==> src/design/pievx_pkg.sv <==
// shared constants and types for the prioritised interrupt and event transfer block
package pievx_pkg;
    localparam int NUM_SRC = 16;            // interrupt nodes handled
    localparam int NUM_CH = 8;              // event transfer channels
    localparam int NUM_EXT = 8;             // fast external inputs
    localparam int PRIO_W = 4;              // sixteen levels
    localparam int TRAP_W = 7;
    localparam int VEC_W = 24;
    localparam int CNT_W = 8;
    localparam int ADDR_W = 24;
    localparam int CH_W = 3;
    localparam int SRC_W = 4;
    // trap number of external input 0, later inputs follow by one
    localparam logic [TRAP_W-1:0] EXT_TRAP_BASE = 7'h18;
    // vector stride is four bytes: shift the trap number by two
    localparam int VEC_SHIFT = 2;
    // response window in cpu clocks
    localparam int RESP_MIN = 5;
    localparam int RESP_MAX = 12;
    // delay from entering the wait state to service start, inside the window
    localparam logic [3:0] RESP_DLY = 4'h5;
    // edge select encodings
    localparam logic [1:0] EDGE_OFF = 2'h0;
    localparam logic [1:0] EDGE_RISE = 2'h1;
    localparam logic [1:0] EDGE_FALL = 2'h2;
    localparam logic [1:0] EDGE_BOTH = 2'h3;
    // no service running
    localparam logic [PRIO_W:0] IDLE_LEVEL = 5'h00;

    typedef enum logic [1:0]
    {
        PIEVX_IDLE = 2'b00,
        PIEVX_WAIT = 2'b01,
        PIEVX_XFER = 2'b10,
        PIEVX_VECT = 2'b11
    } pievx_state_t;
endpackage

==> src/design/pievx_edge.sv <==
// synchroniser and programmable edge detector for one fast external input
`timescale 1ns/10ps
module pievx_edge
(
    // clock and reset
    input wire logic ref_clk,
    input wire logic rst_n,
    input wire logic clk_en,
    // pin and mode
    input wire logic pin_in,
    input wire logic [1:0] edge_sel,
    // detected edge
    output logic edge_pulse
);
    typedef struct packed
    {
        logic s1;
        logic s2;
        logic s3;
        logic pulse;
    } pievx_edge_st_t;

    pievx_edge_st_t st_reg;
    pievx_edge_st_t st_next;

    // three-stage sync, edge when stages two and three differ
    always_comb
    begin
        st_next = st_reg;
        st_next.s1 = pin_in;
        st_next.s2 = st_reg.s1;
        st_next.s3 = st_reg.s2;
        st_next.pulse = 1'b0;
        case (edge_sel)
            pievx_pkg::EDGE_RISE: st_next.pulse = st_reg.s2 & ~st_reg.s3;
            pievx_pkg::EDGE_FALL: st_next.pulse = ~st_reg.s2 & st_reg.s3;
            pievx_pkg::EDGE_BOTH: st_next.pulse = st_reg.s2 ^ st_reg.s3;
            default: st_next.pulse = 1'b0;
        endcase
    end

    // state register
    always_ff @(posedge ref_clk or negedge rst_n)
    begin
        if (!rst_n)
            st_reg <= '0;
        else if (clk_en)
            st_reg <= st_next;
    end

    assign edge_pulse = st_reg.pulse;
endmodule

==> src/design/pievx_arb.sv <==
// priority arbiter: picks highest enabled pending node
`timescale 1ns/10ps
module pievx_arb
#(
    parameter int NSRC = 16
)
(
    // request vectors
    input wire logic [NSRC-1:0] pend,
    input wire logic [NSRC*pievx_pkg::PRIO_W-1:0] prio,
    // winner
    output logic win_valid,
    output logic [pievx_pkg::SRC_W-1:0] win_idx,
    output logic [pievx_pkg::PRIO_W-1:0] win_prio
);
    // linear scan, higher level wins, lower index wins a tie
    always_comb
    begin
        win_valid = 1'b0;
        win_idx = '0;
        win_prio = '0;
        for (int i = 0; i < NSRC; i++)
        begin
            if (pend[i] && (!win_valid
                || prio[i*pievx_pkg::PRIO_W +: pievx_pkg::PRIO_W] > win_prio))
            begin
                win_valid = 1'b1;
                win_idx = pievx_pkg::SRC_W'(i);
                win_prio = prio[i*pievx_pkg::PRIO_W +: pievx_pkg::PRIO_W];
            end
        end
    end
endmodule

==> src/design/pievx_top.sv <==
// prioritised interrupt controller with event transfer channels
// Notes on behaviour
// - service starts 5 to 12 clocks after request
// - each node routed to vector or channel
// - channel transfer steals exactly one cycle
// - move byte or word, bump one pointer
// - count decrements unless continuous mode
// - count zero raises owner's vectored interrupt
// - eight independent event transfer channels
// - per node request, enable, priority bits
// - priority field selects sixteen levels
// - only strictly higher priority preempts
// - vector dedicated to each requesting node
// - fast inputs detect rise, fall, both
// - trap instruction enters numbered vector
// - software-set request acts like hardware
// - external inputs trap 18h upward, 60h..7Ch
`timescale 1ns/10ps
module pievx_top
#(
    parameter int NSRC = pievx_pkg::NUM_SRC,
    parameter int NCH = pievx_pkg::NUM_CH,
    parameter int NEXT = pievx_pkg::NUM_EXT
)
(
    // clock, reset, enable
    input wire logic ref_clk,
    input wire logic resetn,
    input wire logic clk_en,
    // peripheral request pulses and fast pins
    input wire logic [NSRC-1:0] periph_req,
    input wire logic [NEXT-1:0] ext_pin,
    input wire logic [NEXT*2-1:0] ext_edge_sel,
    // node control written by software
    input wire logic [NSRC-1:0] node_set_req,
    input wire logic [NSRC-1:0] node_clr_req,
    input wire logic [NSRC-1:0] node_enable,
    input wire logic [NSRC*pievx_pkg::PRIO_W-1:0] node_prio,
    input wire logic [NSRC-1:0] node_use_channel,
    input wire logic [NSRC*pievx_pkg::CH_W-1:0] node_channel,
    input wire logic [NSRC*pievx_pkg::TRAP_W-1:0] node_trap,
    // channel setup
    input wire logic [NCH-1:0] ch_load,
    input wire logic [NCH*pievx_pkg::ADDR_W-1:0] ch_src_init,
    input wire logic [NCH*pievx_pkg::ADDR_W-1:0] ch_dst_init,
    input wire logic [NCH*pievx_pkg::CNT_W-1:0] ch_cnt_init,
    input wire logic [NCH-1:0] ch_byte_mode,
    input wire logic [NCH-1:0] ch_inc_dst,
    input wire logic [NCH-1:0] ch_continuous,
    // cpu handshake
    input wire logic cpu_ack,
    input wire logic cpu_return,
    input wire logic trap_valid,
    input wire logic [pievx_pkg::TRAP_W-1:0] trap_num,
    // vectored interrupt request to cpu
    output logic int_req,
    output logic [pievx_pkg::VEC_W-1:0] int_vector,
    output logic [pievx_pkg::TRAP_W-1:0] int_trap,
    output logic [pievx_pkg::PRIO_W:0] run_level,
    // event transfer cycle
    output logic xfer_valid,
    output logic [pievx_pkg::ADDR_W-1:0] xfer_src,
    output logic [pievx_pkg::ADDR_W-1:0] xfer_dst,
    output logic xfer_byte,
    // status
    output logic [NSRC-1:0] node_request_bit,
    output logic [NCH*pievx_pkg::CNT_W-1:0] ch_count
);
    localparam int AW = pievx_pkg::ADDR_W;
    localparam int CW = pievx_pkg::CNT_W;
    localparam int PW = pievx_pkg::PRIO_W;
    localparam int TW = pievx_pkg::TRAP_W;
    localparam int HW = pievx_pkg::CH_W;

    // ----------------------------------------------------------------
    // reset release
    // ----------------------------------------------------------------
    logic [1:0] rst_sync_reg;
    logic rst_n;

    // two-stage release of the asynchronous reset
    always_ff @(posedge ref_clk or negedge resetn)
    begin
        if (!resetn)
            rst_sync_reg <= 2'b00;
        else
            rst_sync_reg <= {rst_sync_reg[0], 1'b1};
    end
    assign rst_n = rst_sync_reg[1];

    // ----------------------------------------------------------------
    // fast external inputs
    // ----------------------------------------------------------------
    logic [NSRC-1:0] hw_req;
    logic [NEXT-1:0] ext_edge;

    genvar g;
    generate
        for (g = 0; g < NSRC; g++)
        begin : gen_src
            if (g < NEXT)
            begin : gen_ext
                pievx_edge u_edge
                (
                    .ref_clk(ref_clk),
                    .rst_n(rst_n),
                    .clk_en(clk_en),
                    .pin_in(ext_pin[g]),
                    .edge_sel(ext_edge_sel[g*2 +: 2]),
                    .edge_pulse(ext_edge[g])
                );
                assign hw_req[g] = ext_edge[g] | periph_req[g];
            end
            else
            begin : gen_per
                assign hw_req[g] = periph_req[g];
            end
        end
    endgenerate

    // ----------------------------------------------------------------
    // state
    // ----------------------------------------------------------------
    typedef struct packed
    {
        pievx_pkg::pievx_state_t state;
        logic [NSRC-1:0] req;
        logic [3:0] dly;
        logic [pievx_pkg::SRC_W-1:0] sel;
        logic trap_pend;
        logic [TW-1:0] trap_id;
        logic [PW:0] level;
        logic [NSRC:0][PW:0] lvl_stk;
        logic is_trap;
        logic irq;
        logic [pievx_pkg::VEC_W-1:0] vec;
        logic [TW-1:0] trap_out;
        logic xv;
        logic [AW-1:0] xsrc;
        logic [AW-1:0] xdst;
        logic xbyte;
        logic [NCH*AW-1:0] src_ptr;
        logic [NCH*AW-1:0] dst_ptr;
        logic [NCH*CW-1:0] cnt;
        logic [NSRC-1:0] force_vec;
    } pievx_st_t;

    pievx_st_t st_reg;
    pievx_st_t st_next;

    // ----------------------------------------------------------------
    // arbitration
    // ----------------------------------------------------------------
    logic win_valid;
    logic [pievx_pkg::SRC_W-1:0] win_idx;
    logic [PW-1:0] win_prio;
    logic [NSRC-1:0] pend;

    assign pend = st_reg.req & node_enable;

    pievx_arb #(.NSRC(NSRC)) u_arb
    (
        .pend(pend),
        .prio(node_prio),
        .win_valid(win_valid),
        .win_idx(win_idx),
        .win_prio(win_prio)
    );

    // channel, priority and trap number of the selected node
    logic [HW-1:0] sel_ch;
    logic [PW-1:0] sel_prio;
    logic [TW-1:0] sel_trap;
    assign sel_ch = node_channel[st_reg.sel*HW +: HW];
    assign sel_prio = node_prio[st_reg.sel*PW +: PW];
    assign sel_trap = node_trap[st_reg.sel*TW +: TW];

    // trap number of a node: external inputs fixed, others programmed
    function automatic logic [TW-1:0] node_trap_of(input logic [pievx_pkg::SRC_W-1:0] n,
                                                  input logic [TW-1:0] prog);
        logic [TW-1:0] t;
        t = prog;
        if (int'(n) < NEXT)
            t = pievx_pkg::EXT_TRAP_BASE + TW'(n);
        return t;
    endfunction

    function automatic logic [pievx_pkg::VEC_W-1:0] vec_of(input logic [TW-1:0] t);
        return pievx_pkg::VEC_W'(t) << pievx_pkg::VEC_SHIFT;
    endfunction

    // ----------------------------------------------------------------
    // controller
    // ----------------------------------------------------------------
    always_comb
    begin
        logic [HW-1:0] ch;
        logic [AW-1:0] step;
        logic [CW-1:0] c;
        ch = sel_ch;
        step = '0;
        c = '0;
        st_next = st_reg;
        st_next.xv = 1'b0;

        // software set behaves like hardware request
        st_next.req = (st_reg.req & ~node_clr_req) | node_set_req | hw_req;

        for (int i = 0; i < NCH; i++)
        begin
            if (ch_load[i])
            begin
                st_next.src_ptr[i*AW +: AW] = ch_src_init[i*AW +: AW];
                st_next.dst_ptr[i*AW +: AW] = ch_dst_init[i*AW +: AW];
                st_next.cnt[i*CW +: CW] = ch_cnt_init[i*CW +: CW];
            end
        end

        // return from service pops the previous level, empty stack gives idle
        if (cpu_return)
        begin
            st_next.level = st_reg.lvl_stk[0];
            st_next.lvl_stk = {pievx_pkg::IDLE_LEVEL, st_reg.lvl_stk[NSRC:1]};
        end

        if (trap_valid)
        begin
            st_next.trap_pend = 1'b1;
            st_next.trap_id = trap_num;
        end

        case (st_reg.state)
            pievx_pkg::PIEVX_IDLE:
            begin
                if (st_reg.trap_pend)
                begin
                    st_next.state = pievx_pkg::PIEVX_VECT;
                    st_next.irq = 1'b1;
                    st_next.vec = vec_of(st_reg.trap_id);
                    st_next.trap_out = st_reg.trap_id;
                    st_next.is_trap = 1'b1;
                    st_next.trap_pend = trap_valid;
                end
                else if (win_valid && {1'b1, win_prio} > st_reg.level)
                begin
                    st_next.state = pievx_pkg::PIEVX_WAIT;
                    st_next.sel = win_idx;
                    st_next.dly = pievx_pkg::RESP_DLY;
                end
            end
            pievx_pkg::PIEVX_WAIT:
            begin
                st_next.dly = st_reg.dly - 4'h1;
                if (st_reg.dly == 4'h1)
                begin
                    st_next.req[st_reg.sel] = node_set_req[st_reg.sel] | hw_req[st_reg.sel];
                    if (node_use_channel[st_reg.sel] && !st_reg.force_vec[st_reg.sel])
                    begin
                        st_next.state = pievx_pkg::PIEVX_XFER;
                        st_next.xv = 1'b1;
                        st_next.xsrc = st_reg.src_ptr[ch*AW +: AW];
                        st_next.xdst = st_reg.dst_ptr[ch*AW +: AW];
                        st_next.xbyte = ch_byte_mode[ch];
                        step = ch_byte_mode[ch] ? AW'(1) : AW'(2);
                        if (ch_inc_dst[ch])
                            st_next.dst_ptr[ch*AW +: AW] = st_reg.dst_ptr[ch*AW +: AW] + step;
                        else
                            st_next.src_ptr[ch*AW +: AW] = st_reg.src_ptr[ch*AW +: AW] + step;
                        c = st_reg.cnt[ch*CW +: CW];
                        if (!ch_continuous[ch])
                        begin
                            c = c - CW'(1);
                            st_next.cnt[ch*CW +: CW] = c;
                            // zero count falls back to vector
                            if (c == '0)
                            begin
                                st_next.force_vec[st_reg.sel] = 1'b1;
                                st_next.req[st_reg.sel] = 1'b1;
                            end
                        end
                    end
                    else
                    begin
                        st_next.state = pievx_pkg::PIEVX_VECT;
                        st_next.irq = 1'b1;
                        st_next.force_vec[st_reg.sel] = 1'b0;
                        st_next.is_trap = 1'b0;
                        st_next.trap_out = node_trap_of(st_reg.sel, sel_trap);
                        st_next.vec = vec_of(node_trap_of(st_reg.sel, sel_trap));
                    end
                end
            end
            pievx_pkg::PIEVX_XFER:
            begin
                st_next.state = pievx_pkg::PIEVX_IDLE;
            end
            pievx_pkg::PIEVX_VECT:
            begin
                if (cpu_ack)
                begin
                    st_next.irq = 1'b0;
                    st_next.state = pievx_pkg::PIEVX_IDLE;
                    // push the running level so nested returns unwind; traps keep it
                    st_next.lvl_stk = {st_reg.lvl_stk[NSRC-1:0], st_reg.level};
                    st_next.level = st_reg.is_trap ? st_reg.level : {1'b1, sel_prio};
                end
            end
            default:
            begin
                st_next.state = pievx_pkg::PIEVX_IDLE;
            end
        endcase
    end

    // state register
    always_ff @(posedge ref_clk or negedge rst_n)
    begin
        if (!rst_n)
            st_reg <= '{state: pievx_pkg::PIEVX_IDLE, level: pievx_pkg::IDLE_LEVEL,
                        default: '0};
        else if (clk_en)
            st_reg <= st_next;
    end

    // outputs straight from the state register
    assign int_req = st_reg.irq;
    assign int_vector = st_reg.vec;
    assign int_trap = st_reg.trap_out;
    assign run_level = st_reg.level;
    assign xfer_valid = st_reg.xv;
    assign xfer_src = st_reg.xsrc;
    assign xfer_dst = st_reg.xdst;
    assign xfer_byte = st_reg.xbyte;
    assign node_request_bit = st_reg.req;
    assign ch_count = st_reg.cnt;
endmodule

==> config.mk <==
export PLATFORM = sky130hd
export DESIGN_NAME = pievx_top
export DESIGN_NICKNAME = d
export VERILOG_FILES = /design/src/design/pievx_pkg.sv /design/src/design/pievx_edge.sv /design/src/design/pievx_arb.sv /design/src/design/pievx_top.sv
export SDC_FILE = /design/constraint.sdc
export NUM_CORES = 2
export LEC_CHECK = 0
export CAP_MARGIN = 10
export CELL_PAD_IN_SITES_DETAIL_PLACEMENT = 2
export CELL_PAD_IN_SITES_GLOBAL_PLACEMENT = 2
export CORE_MARGIN = 1
export CORE_UTILIZATION = 28
export DETAILED_ROUTE_END_ITERATION = 10
export DONT_BUFFER_PORTS = 1
export PLACE_DENSITY = 0.67
export SYNTH_ARGS = -nofsm -noshare
export SYNTH_HDL_FRONTEND = slang
export SYNTH_SLANG_ARGS = --single-unit
==> constraint.sdc <==
create_clock -name ref_clk -period 28 [get_ports ref_clk]
set_input_delay 2.8 -clock ref_clk [delete_from_list [all_inputs] [get_ports ref_clk]]
set_output_delay 2.8 -clock ref_clk [all_outputs]
set_load 0.01 [all_outputs]
==> flow_summary.yaml <==
worst_setup_path:
  critPathArrivalTime_ns: 27.30
  reg2reg_slack_ns: 2.65
  crit_path_max_incr_delay_ns: 0.38
  worstReg2RegEnd: "st_reg[647]"
  start_kind: "input pin"
  crit_required_ns: 28.59
  crit_path_frequent_cell: "ha_1"
  endpoint_kind: "register"
  crit_fanout: 10
  r2r.worst_path.cells: 135
  reg2reg_from: "node_request_bit[0]"
  cp_slowest_cell: "a2111oi_2"
  critPathKind: "input pin to register"
cts:
  path_clk_slew_ns: 0.06
  cts_tree: "yes"
  clkLatencyLatePin_ns: 0.74
  cts.sinks: 681
  root_buffer: "clkbuf_16"
  numCtsBuffers: 89
  htree_levels: 3
  clockBufferDepth: 3
yosys:
  ys_warn_count: 0
  avgSynthCellArea_um2: 9.172
  synth_edf_count: 0
  ys_ff_latch: 681
  async_flop_share_pct: 100.0
  synth_common_cells: "681 x dfrtp_1, 508 x nor2_1, 476 x nand2_1, 450 x o21ai_0, 340 x a21oi_1"
  synth.most_common_cell: "dfrtp_1"
  yosysTopAreaCell: "dfrtp_1"
  ys_seq_area_share_pct: 38.71
  synth_ff_type: "dfrtp_1"
  synthTopCellsByArea: "dfrtp_1 39%, mux4_2 8.2%, o21ai_0 5.1%"
  synth_top_area_share_pct: 38.71
  syn_inst: 4800
  syn-cell-area_um2: 44020
  netlist-cell-type-count: 100
final_layout:
  nNetsFinal: 5529
  area_delta_synth_final_pct: 10.78
  layout-drive-gt1-share_pct: 13.33
  largest_reg_flops: 504
  final_util_pct: 31.22
  layout.cells.non_filler: 6812
  finalInstanceArea_um2: 48770
  fill_cells: 17290
outcome:
  status: "finished clean"
die:
  rows: 145
  num_io_pins: 988
  die_h_um: 398.5
  core-area_um2: 156200
  start_util_pct: 28.18
  die_x_um: 398.5
  dieArea_um2: 158800
global_routing:
  grt_pass1_vias: 44520
  grt.overflow.total: 0
  grt_max_degree: 455
  grt.total_usage_pct: 33.50
  antenna_found_initial: 158
  grt_pass1_wl_um: 372400
drt:
  wl_per_cell_um: 40.53
  antenna_left: 0
  vias: 44240
  firstDrtPassIters: 6
  viasPerCell: 6.495
  drt_iter0_markers: 5190
  routed_wl_um: 276100
  drc: 0
sta:
  period_share_pct: 95.42
  hold_viol: 0
  holdWs_ns: 0.3442
  layout_min_cycle_time_ns: 26.72
  fmax_ghz: 0.03743
  setup_viol: 0
  finClkSkew_ns: 0.04259
  slew_headroom_pct: 11.24
  finalMaxSlewViolations: 0
  worst_pin_slew_ns: 1.327
placed_design:
  place_congestion: 1.067
  placed_area_um2: 45220
  io_buffers: 0
  hpwl_um: 213800
  dp.cells: 6557
min_path:
  holdPathEnd: "rst_sync_reg[1]"
  min-delay-start: "rst_sync_reg[0]"
  hold_path.class: "register to register"
  holdPathStages: 0
run:
  cap_viol_max_count: 0
## how the worst max path moves through the flow
stage | from | endpoint | slack [ns] | depth (start not counted)
final | node_enable[0] | st_reg[647] | 1.28 | 135
after global routing | node_enable[0] | st_reg[647] | -0.18 | 135
after detailed placement | node_enable[0] | st_reg[647] | -1.26 | 134
after global placement | node_enable[0] | st_reg[647] | -0.20 | 131
after floorplan | node_enable[0] | st_reg[647] | 1.42 | 131
after CTS | node_enable[0] | st_reg[647] | 0.03 | 136
## placed cells by master (no fill, tap or decap), types with 35 or more instances in the layout
| master | count |
|---|---|
| dfrtp_1 | 678 |
| nor2_1 | 505 |
| nand2_1 | 474 |
| o21ai_0 | 437 |
| a21oi_1 | 330 |
| o22ai_1 | 213 |
| a22oi_1 | 179 |
| mux4_2 | 159 |
| buf_4 | 140 |
| inv_1 | 122 |
| ha_1 | 93 |
| a32oi_1 | 91 |
| clkbuf_16 | 90 |
| nor3_1 | 88 |
| nand3_1 | 86 |
| diode_2 | 73 |
| mux2i_1 | 73 |
| nor2b_1 | 46 |
| o21ai_1 | 44 |
| mux2_2 | 43 |
| o221ai_1 | 38 |
| xnor2_1 | 35 |
## per-stage QoR
stage                     setup TNS (ns)  setup slack [ns]
after global placement           -0.4365           -0.1991
after CTS                              0           0.03315
after floorplan                        0             1.419
after global routing             -0.6891           -0.1831
after detailed placement          -9.766            -1.265
final                                  0             1.281
## critical path: cells and delay by family
kind            cells  cell delay, ns
compound gates     63           11.18
fa+ha+maj          16            4.43
buf+inv             9            1.08
mux                 8            2.48
simple gates       39            5.30
## kinds of logic (layout without fill, tap and decap cells)
family	Yosys count	after routing	synth area share, %
AND/OR/NAND/NOR	1410	1410	14.16
adder cells (fa/ha/maj)	96	96	2.780
other	2	91	0.01706
XOR/XNOR	55	55	1.111
AO/OA/AOI/OAI	1696	1696	24.83
buffers and inverters	563	428	6.633
multiplexers	297	297	11.76
flip-flops	681	681	38.71
## cell type report
| cell class | count | area, µm² | share of cell area [%] |
|---|---|---|---|
| tap | 2058 | 2575 | 5.280 |
| sequential | 681 | 17050 | 34.96 |
| inverter | 127 | 495.5 | 1.016 |
| clock buffer | 123 | 2546 | 5.221 |
| timing repair buffer | 141 | 1071 | 2.196 |
| antenna | 73 | 182.7 | 0.3746 |
| clock inverter | 37 | 451.7 | 0.9261 |
| multi-input combinational | 3572 | 24400 | 50.02 |
## repair_timing
action,in CTS,in global routing
endpoints found under the setup margin,9,9
cloned,0,0
pin swaps,0,15
setup buffers,0,21
hold buffers,0,0
gates resized for setup,7,52
## routing by layer
layer	track usage, %	share of wire, %
met1	41.66	39
met2	49.32	43
met3	14.91	13
met4	15.63	5.3
met5	0	0.34
Power is left out: the tool's default activity adds up to more than one toggle a clock period on the data nets, which glitch-free logic cannot reach.
